`src/hw/prbs_params.svh`:
```
// Register offsets, field positions, limits and response codes of the PRBS self-test block
`ifndef PRBS_PARAMS_SVH
`define PRBS_PARAMS_SVH
`define PRBS_OFS_GEN_CTRL   8'h00
`define PRBS_OFS_USER_WORD  8'h04
`define PRBS_OFS_CHK_CTRL   8'h08
`define PRBS_OFS_CHK_STAT   8'h0C
`define PRBS_OFS_BIT_CNT    8'h10
`define PRBS_OFS_ERR_CNT    8'h14
`define PRBS_OFS_TAP_PRE    8'h18
`define PRBS_OFS_TAP_MAIN   8'h1C
`define PRBS_OFS_TAP_POST   8'h20
`define PRBS_OFS_IRQ_STAT   8'h24
`define PRBS_OFS_IRQ_EN     8'h28
`define PRBS_OFS_IRQ_CLR    8'h2C
// Generator control fields
`define PRBS_GEN_EN_BIT     0
`define PRBS_GEN_PRBS_BIT   1
`define PRBS_GEN_DCBAL_BIT  2
`define PRBS_SEL_LSB        4
// Checker control fields
`define PRBS_CHK_EN_BIT     0
`define PRBS_CHK_AUTO_BIT   1
`define PRBS_CHK_INV_BIT    2
`define PRBS_CHK_FRZ_BIT    3
`define PRBS_CHK_CLR_BIT    7
// Checker status fields
`define PRBS_STAT_LOCK_BIT  0
`define PRBS_STAT_INV_BIT   1
`define PRBS_STAT_SEL_LSB   4
// Interrupt bits
`define PRBS_IRQ_ERR_BIT    0
`define PRBS_IRQ_LOCK_BIT   1
`define PRBS_IRQ_LOSS_BIT   2
// Tap sign bit within a 7-bit tap field
`define PRBS_TAP_SIGN_BIT   6
`define PRBS_ERR_MAX        11'h7FF
`define PRBS_LOCK_GOOD      4'hF
`define PRBS_SLIP_LIMIT     4'h8
`define PRBS_RESP_OKAY      2'h0
`define PRBS_RESP_SLVERR    2'h2
`endif

```
`src/hw/prbs_pkg.sv`:
```
// Types shared by the PRBS self-test block
package prbs_pkg;
	typedef enum logic [2:0] {
		PRBS_P7, PRBS_P9, PRBS_P11, PRBS_P15,
		PRBS_P23, PRBS_P31, PRBS_P58, PRBS_P63
	} prbs_poly_t;
	typedef enum logic [1:0] {
		PRBS_HUNT, PRBS_SEED, PRBS_TRACK
	} prbs_chk_state_t;
endpackage

```
`src/hw/prbs_lane.sv`:
```
// PRBS pattern generator, checker, counters and AXI4-Lite registers
// Behaviour
// - Generator sends repeating 16-bit user word or a PRBS sequence.
// - DC balance sends the complement of the user word every other time.
// - Eight PRBS orders 7,9,11,15,23,31,58,63, period two power minus one.
// - Checker uses software sequence and polarity, or detects both itself.
// - Checker recognises exactly the generator's set of sequences.
// - Detected errors accumulate in an 11-bit error counter.
// - Compare 32-bit words, one count per mismatching bit.
// - A bit counter records checked bits; both counters are readable.
// - Counter values are guaranteed only while frozen.
// - Leaving freeze resumes counting from the held values.
`include "prbs_params.svh"
module prbs_lane #(
	parameter int BIT_W = 32
) (
	input  wire logic        aclk,
	input  wire logic        aresetn,
	input  wire logic [7:0]  s_axi_awaddr,
	input  wire logic        s_axi_awvalid,
	output logic             s_axi_awready,
	input  wire logic [31:0] s_axi_wdata,
	input  wire logic [3:0]  s_axi_wstrb,
	input  wire logic        s_axi_wvalid,
	output logic             s_axi_wready,
	output logic [1:0]       s_axi_bresp,
	output logic             s_axi_bvalid,
	input  wire logic        s_axi_bready,
	input  wire logic [7:0]  s_axi_araddr,
	input  wire logic        s_axi_arvalid,
	output logic             s_axi_arready,
	output logic [31:0]      s_axi_rdata,
	output logic [1:0]       s_axi_rresp,
	output logic             s_axi_rvalid,
	input  wire logic        s_axi_rready,
	output logic [31:0]      tx_word,
	output logic             tx_valid,
	input  wire logic [31:0] rx_word,
	input  wire logic        rx_valid,
	output logic [6:0]       tap_pre,
	output logic [6:0]       tap_main,
	output logic [6:0]       tap_post,
	output logic             irq
);
	// Next state of a Fibonacci LFSR (x^n + x^k + 1) for one poly
	function automatic logic [63:0] lfsr_step(
		input logic [63:0] s, input logic [2:0] p);
		logic fb;
		fb = 1'b0;
		case (p)
			3'h0: fb = s[6] ^ s[5];
			3'h1: fb = s[8] ^ s[4];
			3'h2: fb = s[10] ^ s[8];
			3'h3: fb = s[14] ^ s[13];
			3'h4: fb = s[22] ^ s[17];
			3'h5: fb = s[30] ^ s[27];
			3'h6: fb = s[57] ^ s[38];
			default: fb = s[62] ^ s[61];
		endcase
		return {s[62:0], fb};
	endfunction
	// Advance 32 bits; returns new state, output bits in s[31:0]
	function automatic logic [63:0] lfsr_adv32(
		input logic [63:0] s, input logic [2:0] p);
		logic [63:0] t;
		t = s;
		for (int i = 0; i < 32; i++)
			t = lfsr_step(t, p);
		return t;
	endfunction
	// Count of ones in a 32-bit word
	function automatic logic [5:0] ones32(input logic [31:0] v);
		logic [5:0] c;
		c = 6'h00;
		for (int i = 0; i < 32; i++)
			c = c + {5'h00, v[i]};
		return c;
	endfunction

	// Registers
	logic [7:0]  gen_ctrl_r;
	logic [15:0] user_word_r;
	logic [7:0]  chk_ctrl_r;
	logic [6:0]  tap_pre_r;
	logic [6:0]  tap_main_r;
	logic [6:0]  tap_post_r;
	logic [2:0]  irq_stat_r;
	logic [2:0]  irq_en_r;
	logic [7:0]  aw_addr_r;
	logic        aw_have_r;
	logic [31:0] w_data_r;
	logic        w_have_r;
	logic        bvalid_r;
	logic [1:0]  bresp_r;
	logic        rvalid_r;
	logic [31:0] rdata_r;
	logic [1:0]  rresp_r;

	// Write channel acceptance: each held until the response drains
	assign s_axi_awready = !aw_have_r && !bvalid_r;
	assign s_axi_wready  = !w_have_r && !bvalid_r;
	assign s_axi_bvalid  = bvalid_r;
	assign s_axi_bresp   = bresp_r;
	assign s_axi_arready = !rvalid_r;
	assign s_axi_rvalid  = rvalid_r;
	assign s_axi_rdata   = rdata_r;
	assign s_axi_rresp   = rresp_r;

	wire        aw_take = s_axi_awvalid && s_axi_awready;
	wire        w_take  = s_axi_wvalid && s_axi_wready;
	wire        wr_go   = aw_have_r && w_have_r && !bvalid_r;
	wire        ar_take = s_axi_arvalid && s_axi_arready;
	wire [7:0]  wa      = aw_addr_r;
	wire [31:0] wd      = w_data_r;
	wire wr_gen   = wr_go && wa == `PRBS_OFS_GEN_CTRL;
	wire wr_user  = wr_go && wa == `PRBS_OFS_USER_WORD;
	wire wr_chk   = wr_go && wa == `PRBS_OFS_CHK_CTRL;
	wire wr_pre   = wr_go && wa == `PRBS_OFS_TAP_PRE;
	wire wr_main  = wr_go && wa == `PRBS_OFS_TAP_MAIN;
	wire wr_post  = wr_go && wa == `PRBS_OFS_TAP_POST;
	wire wr_ien   = wr_go && wa == `PRBS_OFS_IRQ_EN;
	wire wr_iclr  = wr_go && wa == `PRBS_OFS_IRQ_CLR;
	wire wr_ok    = wr_gen | wr_user | wr_chk | wr_pre | wr_main |
		wr_post | wr_ien | wr_iclr;

	// AXI write path; byte 0 carries every writable field except user word bits 15:8, in byte 1
	always_ff @(posedge aclk) begin
		if (!aresetn) begin
			aw_have_r <= 1'b0;
			w_have_r  <= 1'b0;
			aw_addr_r <= 8'h00;
			w_data_r  <= 32'h0000_0000;
			bvalid_r  <= 1'b0;
			bresp_r   <= `PRBS_RESP_OKAY;
		end else begin
			if (aw_take) begin
				aw_have_r <= 1'b1;
				aw_addr_r <= s_axi_awaddr;
			end
			if (w_take) begin
				w_have_r <= 1'b1;
				w_data_r <= s_axi_wdata;
			end
			if (wr_go) begin
				aw_have_r <= 1'b0;
				w_have_r  <= 1'b0;
				bvalid_r  <= 1'b1;
				bresp_r   <= wr_ok ? `PRBS_RESP_OKAY : `PRBS_RESP_SLVERR;
			end else if (bvalid_r && s_axi_bready) begin
				bvalid_r <= 1'b0;
			end
		end
	end

	// Write strobes: byte lanes gate each field
	logic lane0_r;
	logic lane1_r;
	always_ff @(posedge aclk) begin
		if (!aresetn) begin
			lane0_r <= 1'b0;
			lane1_r <= 1'b0;
		end else if (w_take) begin
			lane0_r <= s_axi_wstrb[0];
			lane1_r <= s_axi_wstrb[1];
		end
	end

	// Control registers
	always_ff @(posedge aclk) begin
		if (!aresetn) begin
			gen_ctrl_r  <= 8'h00;
			user_word_r <= 16'h0000;
			chk_ctrl_r  <= 8'h00;
			tap_pre_r   <= 7'h00;
			tap_main_r  <= 7'h00;
			tap_post_r  <= 7'h00;
			irq_en_r    <= 3'h0;
		end else begin
			if (wr_gen && lane0_r)
				gen_ctrl_r <= wd[7:0];
			if (wr_user && lane0_r)
				user_word_r[7:0] <= wd[7:0];
			if (wr_user && lane1_r)
				user_word_r[15:8] <= wd[15:8];
			if (wr_chk && lane0_r)
				chk_ctrl_r <= wd[7:0];
			if (wr_pre && lane0_r)
				tap_pre_r <= wd[6:0];
			if (wr_main && lane0_r)
				tap_main_r <= wd[6:0];
			if (wr_post && lane0_r)
				tap_post_r <= wd[6:0];
			if (wr_ien && lane0_r)
				irq_en_r <= wd[2:0];
		end
	end
	assign tap_pre  = tap_pre_r;
	assign tap_main = tap_main_r;
	assign tap_post = tap_post_r;

	// Generator control decode
	wire       gen_en    = gen_ctrl_r[`PRBS_GEN_EN_BIT];
	wire       gen_prbs  = gen_ctrl_r[`PRBS_GEN_PRBS_BIT];
	wire       gen_dcbal = gen_ctrl_r[`PRBS_GEN_DCBAL_BIT];
	wire [2:0] gen_sel   = gen_ctrl_r[`PRBS_SEL_LSB +: 3];

	// Generator: 32-bit word is two 16-bit symbols, first in high half
	logic [63:0] gen_lfsr_r;
	logic [31:0] tx_word_r;
	logic        tx_valid_r;
	wire  [63:0] gen_next = lfsr_adv32(gen_lfsr_r, gen_sel);
	wire  [15:0] sym_b = gen_dcbal ? ~user_word_r : user_word_r;
	wire  [31:0] user_pair = {user_word_r, sym_b};
	always_ff @(posedge aclk) begin
		if (!aresetn) begin
			gen_lfsr_r <= 64'hFFFF_FFFF_FFFF_FFFF;
			tx_word_r  <= 32'h0000_0000;
			tx_valid_r <= 1'b0;
		end else begin
			tx_valid_r <= gen_en;
			if (gen_en && gen_prbs) begin
				gen_lfsr_r <= gen_next;
				tx_word_r  <= gen_next[31:0];
			end else if (gen_en) begin
				tx_word_r <= user_pair;
			end
		end
	end
	assign tx_word  = tx_word_r;
	assign tx_valid = tx_valid_r;

	// Checker control decode
	wire       chk_en   = chk_ctrl_r[`PRBS_CHK_EN_BIT];
	wire       chk_auto = chk_ctrl_r[`PRBS_CHK_AUTO_BIT];
	wire       chk_inv  = chk_ctrl_r[`PRBS_CHK_INV_BIT];
	wire       chk_frz  = chk_ctrl_r[`PRBS_CHK_FRZ_BIT];
	wire       cnt_clr  = wr_chk && lane0_r && wd[`PRBS_CHK_CLR_BIT];
	wire [2:0] man_sel  = chk_ctrl_r[`PRBS_SEL_LSB +: 3];

	// Checker: seeded from the received stream, then self-predicting
	prbs_pkg::prbs_chk_state_t st_r;
	logic [63:0] chk_lfsr_r;
	logic [2:0]  cur_sel_r;
	logic        cur_inv_r;
	logic [3:0]  good_r;
	logic [3:0]  bad_r;
	logic [31:0] bit_cnt_r;
	logic [10:0] err_cnt_r;
	wire  [31:0] rx_eff   = cur_inv_r ? ~rx_word : rx_word;
	wire  [63:0] chk_pred = lfsr_adv32(chk_lfsr_r, cur_sel_r);
	wire  [31:0] diff     = rx_eff ^ chk_pred[31:0];
	wire  [5:0]  nerr     = ones32(diff);
	wire  [11:0] err_sum  = {1'b0, err_cnt_r} + {6'h00, nerr};
	wire         word_ok  = nerr == 6'h00;
	wire         word_bad = nerr > 6'h0F;
	wire         tracking = st_r == prbs_pkg::PRBS_TRACK;
	wire         count_on = chk_en && rx_valid && !chk_frz && tracking;
	// Auto mode tries sequence and polarity in turn: sel in low bits
	wire  [3:0]  auto_idx = {cur_inv_r, cur_sel_r} + 4'h1;

	always_ff @(posedge aclk) begin
		if (!aresetn || !chk_en) begin
			st_r       <= prbs_pkg::PRBS_SEED;
			chk_lfsr_r <= 64'h0000_0000_0000_0000;
			cur_sel_r  <= 3'h0;
			cur_inv_r  <= 1'b0;
			good_r     <= 4'h0;
			bad_r      <= 4'h0;
		end else if (rx_valid) begin
			case (st_r)
				prbs_pkg::PRBS_SEED: begin
					chk_lfsr_r <= {chk_lfsr_r[31:0], rx_eff};
					st_r       <= prbs_pkg::PRBS_HUNT;
					good_r     <= 4'h0;
				end
				prbs_pkg::PRBS_HUNT: begin
					chk_lfsr_r <= {chk_lfsr_r[31:0], rx_eff};
					if (word_ok && good_r == `PRBS_LOCK_GOOD) begin
						st_r <= prbs_pkg::PRBS_TRACK;
					end else if (word_ok) begin
						good_r <= good_r + 4'h1;
					end else if (chk_auto) begin
						{cur_inv_r, cur_sel_r} <= auto_idx;
						good_r <= 4'h0;
					end
					if (!chk_auto) begin
						cur_sel_r <= man_sel;
						cur_inv_r <= chk_inv;
					end
				end
				prbs_pkg::PRBS_TRACK: begin
					// Predicted word keeps errors from reseeding
					chk_lfsr_r <= chk_pred;
					if (word_bad && bad_r == `PRBS_SLIP_LIMIT)
						st_r <= prbs_pkg::PRBS_SEED;
					bad_r <= word_bad ? bad_r + 4'h1 : 4'h0;
				end
				default: st_r <= prbs_pkg::PRBS_SEED;
			endcase
		end
	end

	// Counters hold while frozen and resume from held values
	always_ff @(posedge aclk) begin
		if (!aresetn || cnt_clr) begin
			bit_cnt_r <= 32'h0000_0000;
			err_cnt_r <= 11'h000;
		end else if (count_on) begin
			bit_cnt_r <= bit_cnt_r + BIT_W[31:0];
			err_cnt_r <= err_sum[11] ? `PRBS_ERR_MAX : err_sum[10:0];
		end
	end

	// Interrupt events: error seen, lock gained, lock lost
	logic track_d_r;
	wire [2:0] irq_ev;
	assign irq_ev[`PRBS_IRQ_ERR_BIT]  = count_on && !word_ok;
	assign irq_ev[`PRBS_IRQ_LOCK_BIT] = tracking && !track_d_r;
	assign irq_ev[`PRBS_IRQ_LOSS_BIT] = !tracking && track_d_r;
	wire [2:0] irq_clr = (wr_iclr && lane0_r) ? wd[2:0] : 3'h0;
	// Sticky status: a new event wins over a clear
	always_ff @(posedge aclk) begin
		if (!aresetn) begin
			irq_stat_r <= 3'h0;
			track_d_r  <= 1'b0;
		end else begin
			irq_stat_r <= (irq_stat_r & ~irq_clr) | irq_ev;
			track_d_r  <= tracking;
		end
	end
	assign irq = |(irq_stat_r & irq_en_r);

	// Read decode
	wire [7:0] ra = s_axi_araddr;
	wire [31:0] chk_stat = {24'h000000, 1'b0, cur_sel_r, 2'h0,
		cur_inv_r, tracking};
	logic [31:0] rd_mux;
	logic        rd_ok;
	always_comb begin
		rd_ok  = 1'b1;
		rd_mux = 32'h0000_0000;
		case (ra)
			`PRBS_OFS_GEN_CTRL:  rd_mux = {24'h000000, gen_ctrl_r};
			`PRBS_OFS_USER_WORD: rd_mux = {16'h0000, user_word_r};
			`PRBS_OFS_CHK_CTRL:  rd_mux = {25'h0000000, chk_ctrl_r[6:0]};
			`PRBS_OFS_CHK_STAT:  rd_mux = chk_stat;
			`PRBS_OFS_BIT_CNT:   rd_mux = bit_cnt_r;
			`PRBS_OFS_ERR_CNT:   rd_mux = {21'h000000, err_cnt_r};
			`PRBS_OFS_TAP_PRE:   rd_mux = {25'h0000000, tap_pre_r};
			`PRBS_OFS_TAP_MAIN:  rd_mux = {25'h0000000, tap_main_r};
			`PRBS_OFS_TAP_POST:  rd_mux = {25'h0000000, tap_post_r};
			`PRBS_OFS_IRQ_STAT:  rd_mux = {29'h00000000, irq_stat_r};
			`PRBS_OFS_IRQ_EN:    rd_mux = {29'h00000000, irq_en_r};
			`PRBS_OFS_IRQ_CLR:   rd_mux = 32'h0000_0000;
			default:             rd_ok  = 1'b0;
		endcase
	end

	// Read answer one cycle after the address is taken
	always_ff @(posedge aclk) begin
		if (!aresetn) begin
			rvalid_r <= 1'b0;
			rdata_r  <= 32'h0000_0000;
			rresp_r  <= `PRBS_RESP_OKAY;
		end else if (ar_take) begin
			rvalid_r <= 1'b1;
			rdata_r  <= rd_mux;
			rresp_r  <= rd_ok ? `PRBS_RESP_OKAY : `PRBS_RESP_SLVERR;
		end else if (rvalid_r && s_axi_rready) begin
			rvalid_r <= 1'b0;
		end
	end
endmodule

```
`config.mk`:
```
export PLATFORM = sky130hd
export DESIGN_NAME = prbs_lane
export DESIGN_NICKNAME = d
export VERILOG_FILES = /design/src/hw/prbs_pkg.sv /design/src/hw/prbs_lane.sv
export VERILOG_INCLUDE_DIRS = /design/src /design/src/hw
export SDC_FILE = /design/constraint.sdc
export NUM_CORES = 1
export LEC_CHECK = 0
export BUFFER_PORTS_ARGS = -buffer_cell sky130_fd_sc_hd__buf_2
export CORE_MARGIN = 3
export CORE_UTILIZATION = 55
export CTS_BUF_LIST = sky130_fd_sc_hd__clkbuf_8
export CTS_CLUSTER_SIZE = 28
export DETAILED_ROUTE_END_ITERATION = 16
export PLACE_DENSITY = 0.74
export SYNTH_ARGS = -nofsm -noshare
export SYNTH_HDL_FRONTEND = slang
export SYNTH_SLANG_ARGS = --single-unit
```
`constraint.sdc`:
```
create_clock -name aclk -period 11.9 [get_ports aclk]
set_clock_uncertainty 0.1 [all_clocks]
set_input_delay 0.595 -clock aclk [delete_from_list [all_inputs] [get_ports aclk]]
set_output_delay 0.595 -clock aclk [all_outputs]
set_load 0.01 [all_outputs]
```
==> reports/metrics.csv, run 1 <==
stage,metric,value,unit
run_status,status,finished clean,
layout,"most common cell after layout, fill and taps aside",nand2_1,
layout,Layout Area Growth over Synthesis,12.9,%
place,DP Worst Slack,0.405,ns
sta,final setup margin,0.455,ns
power_and_ir_drop,maximum VDD drop,0.000138,V
sta,achievable frequency,87.4,MHz
synthesis,sequential area share after synthesis,0.266,
synthesis,Mapped Cells,3168,
global_route,initial antenna violation count,0,
sta,Least-Margin Pin Slew,1.16,ns
setup_path,Critical Path Fanout Max,19,
detailed_routing,drt drc,0,
cts,deepest clock path buffer count,3,
detailed_routing,DR vias/cell,6.54,
setup_path,crit path capture type,flip-flop,
cts,htree depth,2,
global_route,GRT Util Overall,0.397,
sta,Final Hold Vio Count,0,
die,CORE AREA,44700,um^2
synthesis,Synth Area in Adders,0.0308,
detailed_routing,Final ANT Viol Nets,0,
cts,setup bufs post-CTS,0,
synthesis,Yosys top cell by area,dfxtp_1,
hold_path,WHS Endpoint,s_axi_rvalid,
setup_path,R2R Path Start,cur_sel_r[1],
sta,RSZ-0062 raised after global routing,no,
detailed_routing,WL/cell,25.2,um
synthesis,Post-Synth Simple-Gate Area,0.208,
sta,Slew Limit Fails,0,
die,full die area,48300,um^2
sta,Setup-failing EPs final,0,
cts,CTS tree,yes,
power_and_ir_drop,Leak,11.8,nW
sta,Hold Slack,0.0862,ns
detailed_routing,DR pass1 iterations,6,
synthesis,synthesized area,25200,um^2
run,max-cap violation count,0,
synthesis,Post-synth EDFFs,0,
setup_path,Crit Path Category,flip-flop to flip-flop,
setup_path,Crit path largest cell delay,0.62,ns
layout,final instance area,28400,um^2
cts,Worst-path clk slew,0.07,ns
setup_path,Worst Path Required,12.32,ns
place,I/O Buffers,167,
setup_path,Most common cell on crit path,fa_1,
power_and_ir_drop,overall power,3.12,mW
layout,share of cells above drive strength 1,0.168,
sta,Tcrit/Tclk final,0.962,
detailed_routing,Via Count,25700,
global_route,GRT overflow,0,
detailed_routing,Initial DRC Count,3546,
setup_path,startpoint types,flip-flop,
cts,Skew-Pair Late Insertion Delay,0.66,ns
cts,cts bufs inserted,55,
synthesis,Main synth FF type,dfxtp_1,
power_and_ir_drop,PD cells,110,nW/um^2
synthesis,multiplexer share of the synthesized area,0.0486,
place,hpwl dp,72.6,mm
setup_path,Reg2Reg Capture Point,good_r[3],
cts,clk sinks,334,
hold_path,min-delay src,s_axi_arvalid,
hold_path,Worst Hold Depth,2,
synthesis,"Distinct cells, synth",119,
cts,root buffer cell,clkbuf_8,
synthesis,Synth top area share,0.266,
die,die width,220,um
sta,Max-slew headroom,0.221,
setup_path,worst path arrival time,11.87,ns
global_route,first-pass GRT wire length,147,mm
place,routability cong.,1.05,
die,Starting Density,0.563,
sta,Period minus WS final,11.44,ns
die,# rows,77,
global_route,vias in the first global route,24100,
place,Placed Area,27000,um^2
layout,most frequent cells in the layout,"nand2_1 (397), dfxtp_1 (331), xnor2_1 (270), xor2_1 (230), nor2_1 (213)",
setup_path,CP max stage cell,or4_4,
synthesis,"Avg Cell Area, Syn",7.94,um^2
synthesis,Ys Warns,0,
setup_path,r2r worst-path depth,41,
die,vertical die dimension,220,um
synthesis,async set or reset register ratio after synthesis,0,
global_route,largest net degree at the start of global routing,152,
setup_path,internal reg-to-reg setup slack,0.46,ns
synthesis,complex-gate fraction of the synthesized area,0.217,
synthesis,Synth area leaders,"dfxtp_1 (27%), xnor2_1 (9.4%), xor2_1 (8.0%)",
synthesis,XOR/XNOR Fraction of Synth Area,0.175,
synthesis,largest family of logic cells by synthesized area,compound AO/OA/AOI/OAI gates,
layout,Final #Nets,3434,
die,Ports,188,
hold_path,worst hold path type,primary input to flip-flop,
synthesis,Seq cells post-synth,334,
detailed_routing,Routed WL,99.3,mm
sta,setup tns final,0,ns
-- layer usage --
layer  vias up  routed length, um  part of all wire  global-route usage
met1     12300              40600              0.41               0.552
li1      11400                  -                 -                   -
met5         -                  0                 0                   0
met2      1769              41600              0.42               0.591
met4         0               4870             0.049               0.168
met3       316              12200              0.12              0.0924
-- registers in the layout, indices dropped and copies added (netlist names), 8 cells and up --
| name | flops |
|---|---|
| gen_lfsr_r | 63 |
| s_axi_rdata | 32 |
| aw_addr_r | 8 |
| w_data_r | 16 |
| user_word_r | 16 |
| bit_cnt_r | 27 |
| tx_word | 32 |
| chk_lfsr_r | 63 |
| gen_ctrl_r | 8 |
| err_cnt_r | 11 |
-- cell usage after synthesis (12+ instances only) --
library cell	number
and3_1	27
nand2_1	400
buf_1	37
a221oi_1	29
mux2i_1	111
inv_1	32
and2_1	30
fa_1	25
nor4_1	12
o21ai_0	104
buf_4	13
a21boi_0	31
o211ai_1	44
nand2b_1	20
a22oi_1	61
xnor2_1	270
a222oi_1	19
nor3_1	40
a21oi_1	169
buf_2	47
o21a_1	13
or2_2	14
clkbuf_1	193
o211a_1	21
nor2b_1	106
a31oi_1	26
nand4_1	20
nand3_1	99
ha_1	22
o221ai_1	23
xor2_1	230
a211oi_1	30
o31a_1	14
nor2_1	214
o31ai_1	13
o22ai_1	27
dfxtp_1	334
or3_1	17
o21ai_1	18
-- worst max path at each step --
stage / slack, ns / end / start / depth (start not counted)
finish: 0.46 / good_r[3] / cur_sel_r[1] / 41
global route: 0.0009 / good_r[3] / cur_sel_r[0] / 40
CTS: 0.33 / good_r[3] / cur_sel_r[0] / 42
detailed placement: 0.40 / good_r[3] / cur_sel_r[0] / 42
global placement: 0.56 / good_r[3] / cur_sel_r[0] / 40
floorplan: 1.04 / good_r[0] / cur_sel_r[2] / 40
-- critical path: cells and delay by family, from the launching register on --
kind                     cells  cell delay [ns]
AO/OA/AOI/OAI               10             1.52
XOR/XNOR                     3             0.54
adder cells (fa/ha/maj)     10             4.23
buffers and inverters        6             0.97
flip-flops                   1             0.44
multiplexers                 3             1.01
AND/OR/NAND/NOR              9             2.48
-- where the power goes --
group | switching, mW | internal (mW) | total [mW]
registers | 0.0127 | 1.13 | 1.14
logic | 0.388 | 0.409 | 0.797
clock network | 0.511 | 0.669 | 1.18
total | 0.911 | 2.21 | 3.12
-- cell families after synthesis --
| kind of cell | after synthesis |
|---|---|
| XOR/XNOR | 502 |
| adder cells (fa/ha/maj) | 47 |
| other | 1 |
| AND/OR/NAND/NOR | 1075 |
| flip-flops | 334 |
| AO/OA/AOI/OAI | 759 |
| multiplexers | 120 |
| buffers and inverters | 330 |
-- stage by stage --
step / util / cells
2_1_floorplan: - / 3169
3_3_place_gp: 0.605 / 3830
3_5_place_dp: 0.605 / 3830
4_1_cts: 0.633 / 3933
5_1_grt: 0.635 / 3933
6_report: 0.635 / 3934
-- area by class of cell --
cell class,count,area (um^2)
multi-input combinational,2505,17200
clock inverter,32,308
clock buffer,71,977
timing repair buffer,364,2320
tap,592,741
fill,3942,16300
inverter,35,131
sequential,334,6690
antenna,1,2.50
-- repair_timing --
item	CTS	global route
setup endpoints to repair	0	19
hold buffers	0	0
gates resized for setup	0	21
Note: power is estimated with default switching activity, not from simulation.
==> inputs of run 2 (changes only) <==
- GPL_TIMING_DRIVEN: unset -> 0
- MAX_ROUTING_LAYER: unset -> met4
==> reports/metrics.csv, run 2 (synthesis gave the netlist of run 1 again) <==
stage,metric,value,unit
run_status,status,finished clean,
sta,RSZ-0062 raised after global routing,no,
global_route,GRT Util Overall,0.434,
setup_path,worst path arrival time,12.01,ns
layout,most frequent cells in the layout,"nand2_1 (400), dfxtp_1 (331), xnor2_1 (270), xor2_1 (230), nor2_1 (209)",
place,I/O Buffers,167,
die,die width,220,um
place,routability cong.,1.09,
place,hpwl dp,80.2,mm
cts,htree depth,2,
setup_path,Most common cell on crit path,fa_1,
hold_path,worst hold path type,primary input to flip-flop,
setup_path,Critical Path Fanout Max,10,
layout,final core utilization,0.631,
global_route,largest net degree at the start of global routing,15,
detailed_routing,DR pass1 iterations,7,
power_and_ir_drop,net switching power,0.857,mW
detailed_routing,Final ANT Viol Nets,0,
sta,Max-slew headroom,0.158,
layout,share of cells above drive strength 1,0.132,
detailed_routing,met3 wire length,14.1,mm
cts,clk sinks,334,
layout,Layout Area Growth over Synthesis,12.1,%
setup_path,crit path capture type,flip-flop,
place,DP Worst Slack,-1.19,ns
detailed_routing,Top Layer Used,met4,
detailed_routing,Initial DRC Count,4073,
die,full die area,48300,um^2
layout,Final #Nets,3542,
global_route,initial antenna violation count,1,
setup_path,startpoint types,flip-flop,
run,max-cap violation count,0,
global_route,first-pass GRT wire length,155,mm
power_and_ir_drop,Flop pwr share,0.411,
cts,Worst-path clk slew,0.06,ns
die,# rows,77,
sta,Period minus WS final,11.60,ns
sta,Setup-failing EPs final,0,
place,post-placement cell count,3928,
cts,CTS tree,yes,
die,Starting Density,0.563,
sta,Least-Margin Pin Slew,1.25,ns
power_and_ir_drop,maximum VDD drop,0.000173,V
cts,CTS hold repair buffers,0,
layout,fin cells,4034,
die,Ports,188,
die,CORE AREA,44700,um^2
global_route,vias in the first global route,25100,
detailed_routing,Via Count,26700,
setup_path,CP max stage cell,o31ai_2,
detailed_routing,metal2 WL,44.2,mm
cts,deepest clock path buffer count,3,
sta,Slew Limit Fails,0,
detailed_routing,drt drc,0,
setup_path,Crit path largest cell delay,0.71,ns
die,vertical die dimension,220,um
power_and_ir_drop,Int Pwr,1.91,mW
setup_path,Crit Path Category,flip-flop to flip-flop,
cts,root buffer cell,clkbuf_8,
power_and_ir_drop,Leak,11.4,nW
power_and_ir_drop,PD cells,98.2,nW/um^2
sta,Final Hold Vio Count,0,
sta,achievable frequency,86.2,MHz
power_and_ir_drop,Comb pwr share,0.243,
detailed_routing,WL/cell,26.2,um
detailed_routing,DR vias/cell,6.61,
setup_path,internal reg-to-reg setup slack,0.30,ns
cts,Skew-Pair Late Insertion Delay,0.61,ns
power_and_ir_drop,switching share of power,0.310,
power_and_ir_drop,Clk pwr share,0.347,
layout,Largest regs,"chk_lfsr_r x63, gen_lfsr_r x63",
detailed_routing,WL met1,41.4,mm
sta,Tcrit/Tclk final,0.975,
setup_path,Worst Path Required,12.31,ns
detailed_routing,Routed WL,106,mm
sta,setup tns final,0,ns
sta,final setup margin,0.301,ns
cts,cts bufs inserted,51,
layout,FILL cells,3923,
global_route,GRT overflow,0,
layout,"most common cell after layout, fill and taps aside",nand2_1,
## run 2: critical path, delay by kind of cell, from the launching register on
| family | cells | cell delay [ns] |
|---|---|---|
| buf+inv | 6 | 0.87 |
| compound gates | 14 | 3.38 |
| fa+ha+maj | 9 | 3.95 |
| mux | 2 | 0.67 |
| simple gates | 7 | 1.59 |
| flops | 1 | 0.41 |
| xor+xnor | 3 | 0.54 |
## run 2: power by group through the flow
stage / Combinational [mW] / Clock [mW] / Sequential [mW]
floorplan: 0.488 / 0 / 1.16
global placement: 0.602 / 0 / 1.16
detailed placement: 0.632 / 0 / 1.16
CTS: 0.639 / 0.954 / 1.14
global route: 0.758 / 1.01 / 1.14
finish: 0.672 / 0.960 / 1.14
## run 2: repair_timing
action	in CTS	in global routing
setup endpoints to repair	26	19
resized for setup	34	44
hold endpoints to repair	0	0
setup buffers	3	14
pin swaps	4	13
cloned	0	0
## run 2: final timing paths
kind                  end  cells after the start             from
max             good_r[0]                     41     cur_sel_r[2]
max reg2reg     good_r[0]                     41     cur_sel_r[2]
min          w_data_r[11]                      3  s_axi_wdata[11]
min reg2reg   w_data_r[9]                      2      w_data_r[9]
## run 2: through the flow
stage / power, mW / hold WS, ns / instance area (um^2)
after floorplan: 1.65 / 0.339 / 25200
after global placement: 1.76 / 0.353 / 26700
after detailed placement: 1.79 / 0.360 / 26700
after CTS: 2.73 / 0.102 / 27900
after global routing: 2.90 / 0.121 / 28200
final: 2.77 / 0.133 / 28200
## run 2: area by class of cell
| class | instances | area, um^2 | share of cell area |
|---|---|---|---|
| flip-flops and latches | 334 | 6690 | 0.237 |
| plain buffers | 292 | 1270 | 0.0449 |
| repair buffers | 184 | 976 | 0.0346 |
| diodes | 1 | 2.50 | 0.0000888 |
| well taps | 592 | 741 | 0.0263 |
| clock inverters | 26 | 131 | 0.00466 |
| clock buffers | 65 | 895 | 0.0317 |
| inverters | 35 | 135 | 0.00479 |
| multi-input cells | 2505 | 17400 | 0.616 |
## run 2: routing by layer
layer,GRT usage,vias to the layer above
li1,-,11500
met1,0.572,12600
met2,0.626,2084
met3,0.110,429
met4,0.197,0
met5,-,-
